## config.mk

```make
export PLATFORM = sky130hd
export DESIGN_NAME = fixed_cycle_timer_irq
export DESIGN_NICKNAME = d
export VERILOG_FILES = /design/src/timer_irq_pkg.sv /design/src/fixed_cycle_timer_irq.sv
export VERILOG_INCLUDE_DIRS = /design/src
export SDC_FILE = /design/constraint.sdc
export NUM_CORES = 1
export LEC_CHECK = 0
export ABC_AREA = 1
export BUFFER_PORTS_ARGS = -buffer_cell sky130_fd_sc_hd__buf_4
export CAP_MARGIN = 30
export CORE_UTILIZATION = 39
export CTS_CLUSTER_DIAMETER = 40
export CTS_CLUSTER_SIZE = 8
export DETAILED_ROUTE_END_ITERATION = 12
export GPL_TIMING_DRIVEN = 0
export PLACE_DENSITY = 0.58
export RECOVER_POWER = 50
export SLEW_MARGIN = 30
export SYNTH_ARGS = -nofsm -noshare
export SYNTH_HDL_FRONTEND = slang
export SYNTH_SLANG_ARGS = --single-unit
```

## constraint.sdc

```tcl
create_clock -name clk -period 4.8 [get_ports clk]
set_clock_uncertainty 0.15 [all_clocks]
set_input_delay 0.72 -clock clk [delete_from_list [all_inputs] [get_ports clk]]
set_output_delay 0.72 -clock clk [all_outputs]
set_load 0.02 [all_outputs]
```

## src/timer_irq_map.svh

```systemverilog
/*
  Register offsets, bit positions and codes of the countdown timer.
  Assumes inclusion by bare name from the timer design file.
*/
`ifndef TIMER_IRQ_MAP_SVH
`define TIMER_IRQ_MAP_SVH

// Register offsets
`define TMR_ADDR_CTRL2 8'h01
`define TMR_ADDR_TCTRL 8'h0E
`define TMR_ADDR_PRESET 8'h0F

// Control 2 bit positions
`define TMR_BIT_TIE 0
`define TMR_BIT_TF 2
`define TMR_BIT_MODE 4

// Timer control bit positions
`define TMR_BIT_SEL_HI 1
`define TMR_BIT_SEL_LO 0
`define TMR_BIT_PIN 6
`define TMR_BIT_TE 7

// Source select codes
`define TMR_SEL_4096 2'h0
`define TMR_SEL_64 2'h1
`define TMR_SEL_SEC 2'h2
`define TMR_SEL_MIN 2'h3

// Count values, reset values and the pin drive level
`define TMR_CNT_ONE 8'h01
`define TMR_CNT_ZERO 8'h00
`define TMR_RST_BYTE 8'h00
`define TMR_MODE_LEVEL 1'h0
`define TMR_PIN_LOW 1'h0

`endif

```

## src/timer_irq_pkg.sv

```systemverilog
/*
  Types of the countdown timer.
  Assumes nothing of its surroundings.
*/
package timer_irq_pkg;

  // Repeated-mode pulse on the interrupt pin
  typedef enum logic {
    PULSE_IDLE,
    PULSE_ACTIVE
  } pulse_state_t;

  typedef logic [1:0] src_sel_t;

endpackage

```

## src/fixed_cycle_timer_irq.sv

```systemverilog
/*
  Fixed-cycle countdown timer with event flag and open-drain interrupt pin.
  Assumes single-cycle source ticks on clk, a register port from the serial
  host interface on clk, and an outside pull-up on the interrupt wire.
*/
`timescale 1ns/1ps
`default_nettype none
`include "timer_irq_map.svh"

module fixed_cycle_timer_irq #(
  parameter int CNT_W = 8
) (
  input wire logic clk,
  input wire logic arst_n,
  input wire logic tick_4096hz,
  input wire logic tick_64hz,
  input wire logic sec_tick,
  input wire logic min_tick,
  input wire logic reg_wr,
  input wire logic reg_rd,
  input wire logic [7:0] reg_addr,
  input wire logic [CNT_W-1:0] reg_wdata,
  output logic [CNT_W-1:0] reg_rdata,
  input wire logic timer_irq_out_n_i,
  output logic timer_irq_out_n_o,
  output logic timer_irq_out_n_oe_n
);

  //////////////////////////////////////////////////////////////////////
  // Declarations

  logic wr_ctrl2, wr_tctrl, wr_preset;
  logic start, stop, running, src_tick, rtn_tick, evt;
  logic tie_q, tie_d, tf_q, tf_d, mode_q, mode_d;
  logic te_q, te_d, valid_q, valid_d;
  timer_irq_pkg::src_sel_t sel_q, sel_d;
  logic [CNT_W-1:0] preset_q, preset_d, cnt_q, cnt_d;
  timer_irq_pkg::pulse_state_t pst_q, pst_d;
  logic drive_q, drive_d;
  logic pin_meta_q, pin_sync_q;
  logic [CNT_W-1:0] rdata_q, rdata_d, rd_mux;

  //////////////////////////////////////////////////////////////////////
  // Address decode and run qualifiers

  assign wr_ctrl2 = reg_wr && (reg_addr == `TMR_ADDR_CTRL2);
  assign wr_tctrl = reg_wr && (reg_addr == `TMR_ADDR_TCTRL);
  assign wr_preset = reg_wr && (reg_addr == `TMR_ADDR_PRESET);
  assign start = wr_tctrl && reg_wdata[`TMR_BIT_TE] && !te_q;
  assign stop = wr_tctrl && !reg_wdata[`TMR_BIT_TE] && te_q;
  // A start without a fresh preset never counts
  assign running = te_q && valid_q;
  assign evt = running && src_tick && (cnt_q == `TMR_CNT_ONE);

  // Source tick select; free-running ticks leave the first period short
  always_comb begin
    case (sel_q)
      `TMR_SEL_4096: src_tick = tick_4096hz;
      `TMR_SEL_64: src_tick = tick_64hz;
      `TMR_SEL_SEC: src_tick = sec_tick;
      default: src_tick = min_tick;
    endcase
  end

  // Pulse release: one source tick, or one 64 Hz tick for slow sources
  assign rtn_tick = sel_q[`TMR_BIT_SEL_HI] ? tick_64hz : src_tick;

  //////////////////////////////////////////////////////////////////////
  // Control and flag bits

  always_comb begin
    tie_d = wr_ctrl2 ? reg_wdata[`TMR_BIT_TIE] : tie_q;
    mode_d = wr_ctrl2 ? reg_wdata[`TMR_BIT_MODE] : mode_q;
    te_d = wr_tctrl ? reg_wdata[`TMR_BIT_TE] : te_q;
    sel_d = wr_tctrl ? reg_wdata[`TMR_BIT_SEL_HI:`TMR_BIT_SEL_LO] : sel_q;
    // Set beats a clear arriving in the same cycle
    if (evt) begin
      tf_d = 1'h1;
    end else if (wr_ctrl2 && !reg_wdata[`TMR_BIT_TF]) begin
      tf_d = 1'h0;
    end else begin
      tf_d = tf_q;
    end
  end

  always_ff @(posedge clk or negedge arst_n) begin
    if (!arst_n) begin
      tie_q <= 1'h0;
      tf_q <= 1'h0;
      mode_q <= `TMR_MODE_LEVEL;
      te_q <= 1'h0;
      sel_q <= `TMR_SEL_4096;
    end else begin
      tie_q <= tie_d;
      tf_q <= tf_d;
      mode_q <= mode_d;
      te_q <= te_d;
      sel_q <= sel_d;
    end
  end

  //////////////////////////////////////////////////////////////////////
  // Preset and down counter

  always_comb begin
    preset_d = preset_q;
    valid_d = valid_q;
    cnt_d = cnt_q;
    if (stop) begin
      valid_d = 1'h0;
      cnt_d = `TMR_CNT_ZERO;
    end else if (wr_preset && !te_q) begin
      // Preset taken only while stopped; zero is not a usable count
      preset_d = reg_wdata;
      valid_d = (reg_wdata != `TMR_CNT_ZERO);
      cnt_d = reg_wdata;
    end else if (start) begin
      cnt_d = preset_q;
    end else if (evt) begin
      cnt_d = preset_q;
    end else if (running && src_tick) begin
      cnt_d = cnt_q - `TMR_CNT_ONE;
    end
  end

  always_ff @(posedge clk or negedge arst_n) begin
    if (!arst_n) begin
      preset_q <= `TMR_RST_BYTE;
      valid_q <= 1'h0;
      cnt_q <= `TMR_RST_BYTE;
    end else begin
      preset_q <= preset_d;
      valid_q <= valid_d;
      cnt_q <= cnt_d;
    end
  end

  //////////////////////////////////////////////////////////////////////
  // Repeated-mode pulse and pin drive

  always_comb begin
    case (pst_q)
      timer_irq_pkg::PULSE_IDLE: begin
        pst_d = (evt && mode_q) ? timer_irq_pkg::PULSE_ACTIVE : pst_q;
      end
      timer_irq_pkg::PULSE_ACTIVE: begin
        // Flag clear does not shorten a running pulse
        if (evt) begin
          pst_d = timer_irq_pkg::PULSE_ACTIVE;
        end else if (rtn_tick) begin
          pst_d = timer_irq_pkg::PULSE_IDLE;
        end else begin
          pst_d = pst_q;
        end
      end
      default: pst_d = timer_irq_pkg::PULSE_IDLE;
    endcase
    // Level mode follows flag and enable; run enable plays no part
    if (mode_q) begin
      drive_d = (pst_q == timer_irq_pkg::PULSE_ACTIVE) && tie_q;
    end else begin
      drive_d = tf_q && tie_q;
    end
  end

  always_ff @(posedge clk or negedge arst_n) begin
    if (!arst_n) begin
      pst_q <= timer_irq_pkg::PULSE_IDLE;
      drive_q <= 1'h0;
    end else begin
      pst_q <= pst_d;
      drive_q <= drive_d;
    end
  end

  // Open-drain: only ever pulls low, enable low while pulling
  assign timer_irq_out_n_o = `TMR_PIN_LOW;
  assign timer_irq_out_n_oe_n = !drive_q;

  //////////////////////////////////////////////////////////////////////
  // Pin level sense and read data

  always_ff @(posedge clk or negedge arst_n) begin
    if (!arst_n) begin
      pin_meta_q <= 1'h1;
      pin_sync_q <= 1'h1;
    end else begin
      pin_meta_q <= timer_irq_out_n_i;
      pin_sync_q <= pin_meta_q;
    end
  end

  // Counter read is live; software reads twice to be sure
  always_comb begin
    rd_mux = `TMR_RST_BYTE;
    case (reg_addr)
      `TMR_ADDR_CTRL2: begin
        rd_mux[`TMR_BIT_TIE] = tie_q;
        rd_mux[`TMR_BIT_TF] = tf_q;
        rd_mux[`TMR_BIT_MODE] = mode_q;
      end
      `TMR_ADDR_TCTRL: begin
        rd_mux[`TMR_BIT_SEL_HI:`TMR_BIT_SEL_LO] = sel_q;
        rd_mux[`TMR_BIT_PIN] = pin_sync_q;
        rd_mux[`TMR_BIT_TE] = te_q;
      end
      `TMR_ADDR_PRESET: rd_mux = cnt_q;
      default: rd_mux = `TMR_RST_BYTE;
    endcase
    rdata_d = reg_rd ? rd_mux : rdata_q;
  end

  always_ff @(posedge clk or negedge arst_n) begin
    if (!arst_n) begin
      rdata_q <= `TMR_RST_BYTE;
    end else begin
      rdata_q <= rdata_d;
    end
  end

  assign reg_rdata = rdata_q;

  logic clr_wr;
  assign clr_wr = wr_ctrl2 && !reg_wdata[`TMR_BIT_TF];
endmodule
`default_nettype wire

```

# After elaboration in Yosys (flattened, before gate mapping)
# Index checks and enable logic that the tools add are counted.
# classes
div	0
multipliers	0
bitwise_logic	2
mux	23
n_shift	0
n_reduce_logical	25
order_cmp	0
n_eq_ne	6
n_addsub	1
# op_table
cell	n
8-bit two-way mux	5
8-bit by 1-bit equality test with 1-bit output, second input constant	2
8-bit by 4-bit equality test with 1-bit output, second input constant	2
1-bit logical AND	15
1-bit two-way mux	11
1-bit one-hot mux with 2 select lines	4
8-bit nonzero test	1
8-bit by 1-bit subtractor with 8-bit output, second input constant	1
1-bit one-hot mux with 3 select lines	2
5-bit nonzero test	1
1-bit zero test	4
2-bit one-hot mux with 2 select lines	1
2-bit nonzero test	2
2-bit by 1-bit equality test with 1-bit output, second input constant	1
2-bit equality test, second input constant	1
2-bit zero test	1
1-bit NOT	2
2-bit AND reduction	1
# totals
romBits	0
wordCells	70
register_bits	35
output_inout_bits	10
latch_bits	0
mem_bits_rw	0
input_bits	25
n_memories	0

# Longest topological paths before layout
# Gate-level depths: netlist of the first run.
# depth
word_depth	8
mapped_depth	11
mapped_depth_nobuf	11

# Least setup slack after synthesis of the first run
# Ideal clock, no wire load.
# synth_path
kind	input to register
startpoint	in reg_addr[5]
endpoint	reg cnt_q[0]
slack_ps	2883
t_arrival_ps	1651
path_stages	10
required_ps	4534
path_cell_list	nor2_1 -> nand2_2 -> nor2_8 -> nand4_4 -> nand2_4 -> nand2_1 -> nand3_1 -> nand2_1 -> nand2_1 -> nand2_1
# synth_via
elab_chain_len	7
# synth_rtl
item	line_no	text
start: declaration	fixed_cycle_timer_irq.sv:21	input wire logic [7:0] reg_addr,
8-bit by 4-bit equality test with 1-bit output	n/a	
1-bit logical AND	fixed_cycle_timer_irq.sv:47	assign wr_tctrl = reg_wr && (reg_addr == `TMR_ADDR_TCTRL);
1-bit logical AND (2 in series)	fixed_cycle_timer_irq.sv:49	assign start = wr_tctrl && reg_wdata[`TMR_BIT_TE] && !te_q;
8-bit two-way mux	fixed_cycle_timer_irq.sv:117	end else if (start) begin
8-bit two-way mux	fixed_cycle_timer_irq.sv:112	end else if (wr_preset && !te_q) begin
8-bit two-way mux	fixed_cycle_timer_irq.sv:109	if (stop) begin
end signal: assignment	fixed_cycle_timer_irq.sv:130	cnt_q <= `TMR_RST_BYTE;
end signal: assignment	fixed_cycle_timer_irq.sv:134	cnt_q <= cnt_d;
end: declaration	fixed_cycle_timer_irq.sv:37	logic [CNT_W-1:0] preset_q, preset_d, cnt_q, cnt_d;
# Parallel ways exist; a longest one is shown, timed or not.
# A chain may end at the register's enable or synchronous reset.

==> flow_results.org, run 1 <==
** Final layout
- The library cell used most frequently in the layout, excluding fill and tap cells, is nand2_1.
- After the last flow step, the layout net total stands at about 320.
- In the layout the commonest cells are nand2_1 (59), dfrtp_1 (33), buf_4 (32).
- The number of antenna diodes in the final layout is 0.
- From synthesis to final layout, the design area changed by 20.5%.
- Share of post-route cells with drive strength above 1 :: 0.220
- The finished cells cover 0.00240 mm².
- Counting the fill cells in the layout gives 505.
- Final standard cell count with taps included and fillers excluded :: 362

** Worst setup path
- Of all nets on the critical path, the largest fanout is 35.
- Critical setup path kind :: in2async
- The critical path goes through clkbuf_1.
- Critical-path cell with the highest stage delay :: clkbuf_1
- The kind of cell with the highest combined delay along the critical path is buffers and inverters.
- STA classifies the critical path startpoint as a primary input.
- For flop-to-flop paths, the worst setup slack is 2.96 ns.
- Setup crit end kind :: async pin
- Worst path bufs/invs :: 1
- Path length in cells of the critical path :: 1
- WP data required :: 4.70 ns
- STA puts the critical path data arrival time at just over 2 ns.
- Maximum single-stage delay on the critical path :: between 1 and 1.5 ns
- Length in cells of the worst reg-to-reg path :: 10

** STA
- For the finished layout, the period the worst path requires is around 2.1 ns.
- In this run the tightest slew margin relative to its limit is -0.234.
- Final count of hold timing violations :: 0
- Count of final setup violators :: 0
- The count of pins over their slew limit is 36.
- Setup TNS :: 0 ns
- Final critical-path setup slack :: 2.66 ns
- Slew at the pin with the worst max-slew slack :: ~1.9 ns
- Post-route clock period utilization :: 0.445
- Setup repair after global routing missed its margin :: false
- Fmax :: about 0.47 GHz

** Place
- Port buffer count :: 33
- Gp weighted congestion :: 0.802
- DP Cell Count :: 354
- HPWL reported at the end of detailed placement :: around 3.6 mm
- Setup Slack @ Placement :: ~2.5 ns
- Summing all placed instances gives a cell area of 0.00232 mm².

** Status
- Violations in the final reports :: capacitance limit, slew limit
- Run status :: finished with violations

** Clock tree
- Clock Pin Slew Worst Setup and Hold Paths :: 0.07 ns
- Sinks on the clock net :: 35
- Once the clock tree was built, the setup fixing pass inserted 0 buffers.
- TritonCTS clock tree :: done
- CTS Buf Count :: 5
- Root buffer selected by CTS :: clkbuf_8
- Worst-Skew Late Latency :: 0.30 ns
- No sink is reached through more buffers than the 2 on the longest clock path.
- Number of buffers added to fix hold violations after cts :: 0
- In this run, post-CTS repair resized a total of 0 instances.
- H-tree depth :: 2

** Detailed routing
- Across all layers, the routed design uses 1756 vias.
- Once detail routing completed, the nets flagged for antenna violations numbered 0.
- Drt wl/cell :: between 10 and 15 µm
- Remaining routing DRC violations :: 0
- In this run, the number of DRC markers left after iteration 0 of detailed routing was 81.
- Summed over all layers, the routed wires come to 4.74 mm.
- Average via count per standard cell :: 4.85
- TritonRoute pass-1 iters :: 5

** Synth
- Counting every instance in the synthesized netlist gives 254.
- Arithmetic-cell share of the synthesized area counting full adders, half adders and majority gates :: 0.0126
- In the synthesized netlist the dominant register cell turns out to be dfrtp_1.
- After synthesis, the share of flip-flops with an asynchronous set or reset is 1.00.
- After synthesis, the netlist uses 35 different library cells.
- Dominant combinational cell family by area after synthesis :: simple AND/OR/NAND/NOR gates
- Of the total synthesized cell area, the portion taken by XOR and XNOR cells is 0.0220.
- A synthesized cell averages 7.85 µm².
- Area fraction in compound gates after synthesis :: 0.0923
- Fraction of the mapped netlist area in simple logic gates :: 0.352
- The synthesized netlist occupies a cell area of 0.00199 mm².
- Synthesis inferred 35 register bits.
- Net count after synthesis :: 281
- Counting flops with a built-in enable in the synthesized netlist gives 0.
- Measured against the total synthesized area, the mux share comes to 0.
- Of the synthesized area, sequential elements account for 0.441.
- For this run, the number of Yosys warnings is 0.

** Die
- The region available for standard cell placement spans just under 0.005 mm².
- Measured along the y axis, the die boundary spans roughly 73 µm.
- Starting density of the core :: 0.414
- Rows :: 25
- The die covers 0.00540 mm².
- Die W :: 73.5 µm
- Number of primary I/O pins :: 35

** Pwr
- For this design the total switching power over the nets is approximately 190 µW.
- The share of total power dissipated in sequential elements is 0.499.
- Summed over all cells, the static leakage comes to 1.24 nW.
- Clock Power Share :: 0.331
- Cell internal power was estimated by the tool at 453 µW.
- Switching Share :: 0.293
- Power spread over the standard cell area amounts to 267 mW/mm².
- VDD sags by at most 153 µV.
- Part of the power in combinational logic :: 0.170

** Global route
- The first global-routing pass estimated around 8 mm of wire.
- Vias in the first global route :: 1662
- The number of antenna violations at the first check in global routing was 0.
- After global routing the overflow that remains totals 0.
- Entering global routing, the biggest net connects 36 pins.
- Total routing usage reported by global routing :: 0.201

** Job
- The tool flagged a number of max-cap violations equal to 1.

** Hold path
- The worst hold path was traced through 0 stages.
- The tightest min-delay check is of the reg2reg type.
-- layout make-up --
cell class / instances / area, µm² / share of cell area
multi-input cells: 179 / 956 / 0.398
flip-flops and latches: 35 / 878 / 0.366
repair buffers: 33 / 244 / 0.102
inverters: 37 / 140 / 0.0583
well taps: 67 / 83.8 / 0.0349
clock buffers: 5 / 68.8 / 0.0286
plain buffers: 3 / 16.3 / 0.00677
clock inverters: 3 / 15.0 / 0.00625
-- per-stage QoR --
step	hold WS (ns)	total power [mW]	utilization
final	0.210	0.641	0.499
after CTS	0.210	0.650	0.500
after global routing	0.217	0.677	0.499
after detailed placement	0.199	0.435	0.483
after floorplan	0.195	0.388	-
after global placement	0.197	0.435	0.483
-- layer usage --
metal	GRT usage	part of all wire	up-vias
li1	-	-	904
met1	0.287	0.50	803
met2	0.299	0.45	42
met3	0.0370	0.037	7
met4	0.0812	0.018	0
met5	0	0	-
-- path summary, 6_finish.rpt --
check                         endpoint   startpoint
min in group asynchronous       mode_q       arst_n
max reg2reg                   cnt_q[6]     cnt_q[1]
max                        preset_q[7]       arst_n
min reg2reg                 pin_sync_q   pin_meta_q
max in group clk              cnt_q[1]  reg_addr[5]
min                         pin_sync_q   pin_meta_q
-- registers in the layout, indices dropped and copies added, names as in the netlist --
| signal | flops |
|---|---|
| te_q | 1 |
| valid_q | 1 |
| drive_q | 1 |
| mode_q | 1 |
| pin_meta_q | 1 |
| reg_rdata | 8 |
| cnt_q | 8 |
| pin_sync_q | 1 |
| sel_q | 2 |
| tie_q | 1 |
| preset_q | 8 |
| tf_q | 1 |
| pst_q | 1 |
-- Yosys cell counts (2+ instances only) --
master    count  area (µm²)
nand3_2       2        20.0
ha_1          2        25.0
a31oi_1       5        31.3
a21oi_1       5        25.0
o22ai_1       3        18.8
nor3_1        3        15.0
nand2_2       3        18.8
nor4_1        3        18.8
dfrtp_1      33         826
o21ai_0      14        70.1
inv_2         6        22.5
xor2_1        4        35.0
nor2_1       31         116
nand4_4       2        42.5
nor2_2        2        12.5
o21bai_1      2        15.0
nand3_1      24         120
nand2_1      58         218
nand4_1       6        37.5
dfstp_2       2        52.6
inv_1        30         113
-- power groups by stage --
stage,registers [mW],logic [mW],clock network (mW)
after global placement,0.325,0.110,0
after global routing,0.322,0.124,0.231
after CTS,0.320,0.111,0.220
final,0.320,0.109,0.212
after floorplan,0.327,0.0605,0
after detailed placement,0.326,0.110,0
-- cells by family (layout without fill, tap and decap cells) --
| logic type | after synthesis | in the layout |
|---|---|---|
| AOI/OAI and AO/OA | 31 | 31 |
| DFF | 35 | 35 |
| other | 1 | 1 |
| buffers and inverters | 40 | 81 |
| and+or+nand+nor | 140 | 140 |
| xor gates and xnor gates | 5 | 5 |
| adders and majority gates | 2 | 2 |
Power figures use the tool's default switching activity.
==> run 2: changes to the inputs <==
PLACE_DENSITY = 0.6   (was 0.58)
clock period = 1.7 ns   (was 4.8 ns; I/O delays follow)
==> run 2 against run 1 <==
Against the previous run: the flow now finishes without violations; global-route usage fell by 0.23 points; non-clock buffer count grew 12; cell count up 3.3%; wire length grew 4.2%; hold slack got worse by 0.17 ns; first-iteration DRC count grew 33%; setup slack worse by 2.7 ns; via count grew 4.1%; power rose to 3.0 times the previous value; critical endpoint is now cnt_q[6].
==> flow_results.org, run 2 (synthesis results as in run 1) <==
** Final layout
- Multi-input gate area in the final layout :: 0.00104 mm² (was 956 µm²)
- Fill cell count :: 479 (was 505)
- The layout-stage area growth over the synthesis result was 30.9% (was 20.5%).
- Final standard cell count with taps included and fillers excluded :: 374 (was 362)
- Post-route cell area :: 0.00261 mm² (was 0.00240 mm²)
- Storage element area :: 883 µm² (was 878 µm²)
- Net count of the finished layout :: 333 (was 321)
- N_diodes :: 0 (unchanged)
- The most common cell after layout, fill and taps aside is nand2_1 (unchanged).
- Top library cells by usage in the layout, fill and taps aside :: nand2_1 (54), buf_4 (41), dfrtp_1 (29) (was nand2_1 (59), dfrtp_1 (33), buf_4 (32))
- The proportion of layout cells with a drive suffix above 1 came to 0.316 (was 0.220).

** Global route
- Global Route met3 Usage :: 0.0302 (was 0.0370)
- The total congestion overflow after global routing came to 0 (unchanged).
- The most heavily used metal layer in global routing is met2 (unchanged).
- Routing usage on met2 :: 0.312 (was 0.299)
- Number of antenna violations at the first check in global routing :: 0 (unchanged)
- Total routing usage reported by global routing :: 0.199 (was 0.201)
- Vias in the first global route :: 1706 (was 1662)
- Met1 Usage GRT :: 0.268 (was 0.287)
- Maximum number of pins on one net before global-route repair :: 36 (unchanged)
- Global-route wire length before repair :: 7.96 mm (was 8.02 mm)

** STA
- Setup repair after global routing missed its margin: true (was false).
- Post-route clock period utilization :: 0.998
- The actual transition at the worst max-transition pin came to 0.886 ns (was 1.85 ns).
- The count of pins over their slew limit came to 0 (was 36).
- The number of hold-slack violations in the final timing report was 0 (unchanged).
- Shortest period the worst path allows :: 1.70 ns
- For this run, the top clock speed supported by timing is 0.589 GHz.
- Count of final setup violators :: 0 (unchanged)
- Worst max-slew margin expressed relative to the limit :: 0.409 (was -0.234)

** Clock tree
- Clock Pin Slew Worst Setup and Hold Paths :: 0.07 ns (about the same)
- The buffer levels on the longest clock path is 2 (unchanged).
- The sink count of the clock tree was 35 (unchanged).
- H-tree depth :: 2 (unchanged)
- The number of CTS-inserted buffers was 5 (unchanged).
- The clock root buffer is clkbuf_8 (unchanged).
- Worst-Skew Late Latency :: 0.30 ns (about the same)
- The CTS tree is done (unchanged).

** Worst setup path
- Cell-by-cell trace of the critical path :: nor2_2 -> nand2_1 -> nor2_4 -> nand3_4 -> buf_6 -> nand4_1 -> nand3_1 -> nand2_1 -> nand2_1 (was clkbuf_1)
- The slowest cell on the critical path was dfrtp_2 (was clkbuf_1).
- The cell that appears most often on the critical path is nand2_1.
- The nature of the critical path endpoint is a flop (was async pin).
- Arrival time of the worst setup path :: 1.73 ns (was 2.03 ns)
- The required time reported for the critical path endpoint is 1.73 ns (was 4.70 ns).
- The maximum fanout along the worst path is 5 (was 35).
- Startpoint class of the critical path :: flop (was primary input)
- The worst setup path category is reg2reg (was in2async).
- The delay of the slowest cell on the worst path is 0.43 ns (was 1.31 ns).

** Die
- Number of primary I/O pins :: 35 (unchanged)
- Rows :: 25 (unchanged)
- Starting density of the core :: 0.414 (unchanged)
- The overall die width is 73.5 µm (unchanged).
- Placeable core region :: 0.00482 mm² (unchanged)
- The overall die area was 0.00540 mm² (unchanged).
- The chip height is 73.5 µm (unchanged).

** Pwr
- The cell leakage power was 1.31 nW (was 1.24 nW).
- The relative contribution of the clock network to total power was 0.351 (was 0.331).
- Power per standard cell area :: 742 mW/mm² (was 267 mW/mm²)
- Worst IR drop on VDD :: 359 µV (was 153 µV)
- Switching Share :: 0.283 (was 0.293)
- The combinational power share came to 0.180 (was 0.170).
- The switching power is 547 µW (was 188 µW).
- The sequential share of power is 0.469 (was 0.499).
- Total internal power :: 1.39 mW (was 453 µW)

** Place
- DP Cell Count :: 354 (unchanged)
- HPWL reported at the end of detailed placement :: 3.53 mm (was 3.59 mm)
- Area post-placement :: 0.00232 mm² (unchanged)
- The number of buffers added on ports is 33 (unchanged).
- Gp weighted congestion :: 0.835 (was 0.802)

** Job
- Number of violations of the max-capacitance limit :: 0 (was 1)

** Detailed routing
- The total wire length after detailed routing is 4.94 mm (was 4.74 mm).
- The number of nets still failing antenna checks after routing was 0 (unchanged).
- Drt wl/cell :: 13.2 µm (was 13.1 µm)
- The total via count after detailed routing is 1828 (was 1756).
- Remaining routing DRC violations :: 0 (unchanged)
- Average via count per standard cell :: 4.89 (was 4.85)
- TritonRoute pass-1 iters :: 4 (was 5)
- The count of routing violations after the opening detailed-route iteration came to 108 (was 81).

** Hold path
- The worst hold-check path type was in2reg (was reg2reg).

** Status
- Run status: finished, final reports clean (was finished with violations).
==> run 2: cell count changes in the layout (fill, tap and decap cells not counted), moves of 3 or more <==
cell and delta:
buf_4 +9, clkinv_2 -3, dfrtp_1 -4, dfrtp_2 +4
nand2_1 -5, nand2_2 +5, nand3_1 -6, nand3_2 +4
nor2_1 -3
==> run 2: final timing paths <==
check	startpoint	slack [ns]	cells after the start	endpoint
max	cnt_q[3]	0.003	9	cnt_q[6]
min in group asynchronous	arst_n	0.47	2	reg_rdata[4]
max in group asynchronous	arst_n	0.32	2	cnt_q[5]
max reg2reg	cnt_q[3]	0.003	9	cnt_q[6]
min reg2reg	pin_meta_q	0.21	0	pin_sync_q
min	reg_wdata[1]	0.04	3	sel_q[1]
==> run 2: power groups by stage <==
stage,clock (mW),combinational (mW),sequential [mW]
after CTS,0.699,0.322,0.903
after detailed placement,0,0.308,0.919
final,0.680,0.349,0.907
after global routing,0.732,0.390,0.911
after floorplan,0,0.171,0.924
after global placement,0,0.309,0.918
==> run 2: metal layers <==
metal	vias up	wire (µm)
li1	928	-
met1	845	2300
met2	48	2300
met3	7	243
met4	0	85
met5	-	0
==> run 2: repair_timing <==
action                                  in CTS  in global routing
setup buffers                                1                  8
hold endpoints to repair                    34                  0
gates resized for setup                      7                 20
endpoints found under the setup margin       8                  8
cloned                                       0                  1
pin swaps                                    2                 15
hold buffers                                 2                  0
==> run 2: final cells by class <==
| type | count | share of cell area |
|---|---|---|
| multi-input combinational | 179 | 0.398 |
| sequential | 35 | 0.338 |
| timing repair buffer | 45 | 0.129 |
| inverter | 37 | 0.0537 |
| clock buffer | 7 | 0.0369 |
| tap | 67 | 0.0321 |
| buffer | 3 | 0.00863 |
| clock inverter | 1 | 0.00288 |
==> run 2: through the flow <==
step                      utilization  hold WS [ns]  total power, mW  setup slack (ns)  setup TNS, ns
after floorplan                     -        -0.191             1.09             0.127              0
after global placement          0.483        0.0912             1.23            -0.121         -0.488
after detailed placement        0.483        0.0914             1.23            -0.106         -0.489
after CTS                       0.513        0.0365             1.92           0.00851              0
after global routing            0.542        0.0522             2.03            -0.140         -0.840
final                           0.542        0.0414             1.94           0.00259              0
==> run 2: critical path: cells and delay by family, from the launching register on <==
| kind | cells | cell delay [ns] |
|---|---|---|
| DFF | 1 | 0.43 |
| buffers and inverters | 1 | 0.15 |
| and+or+nand+nor | 8 | 0.87 |
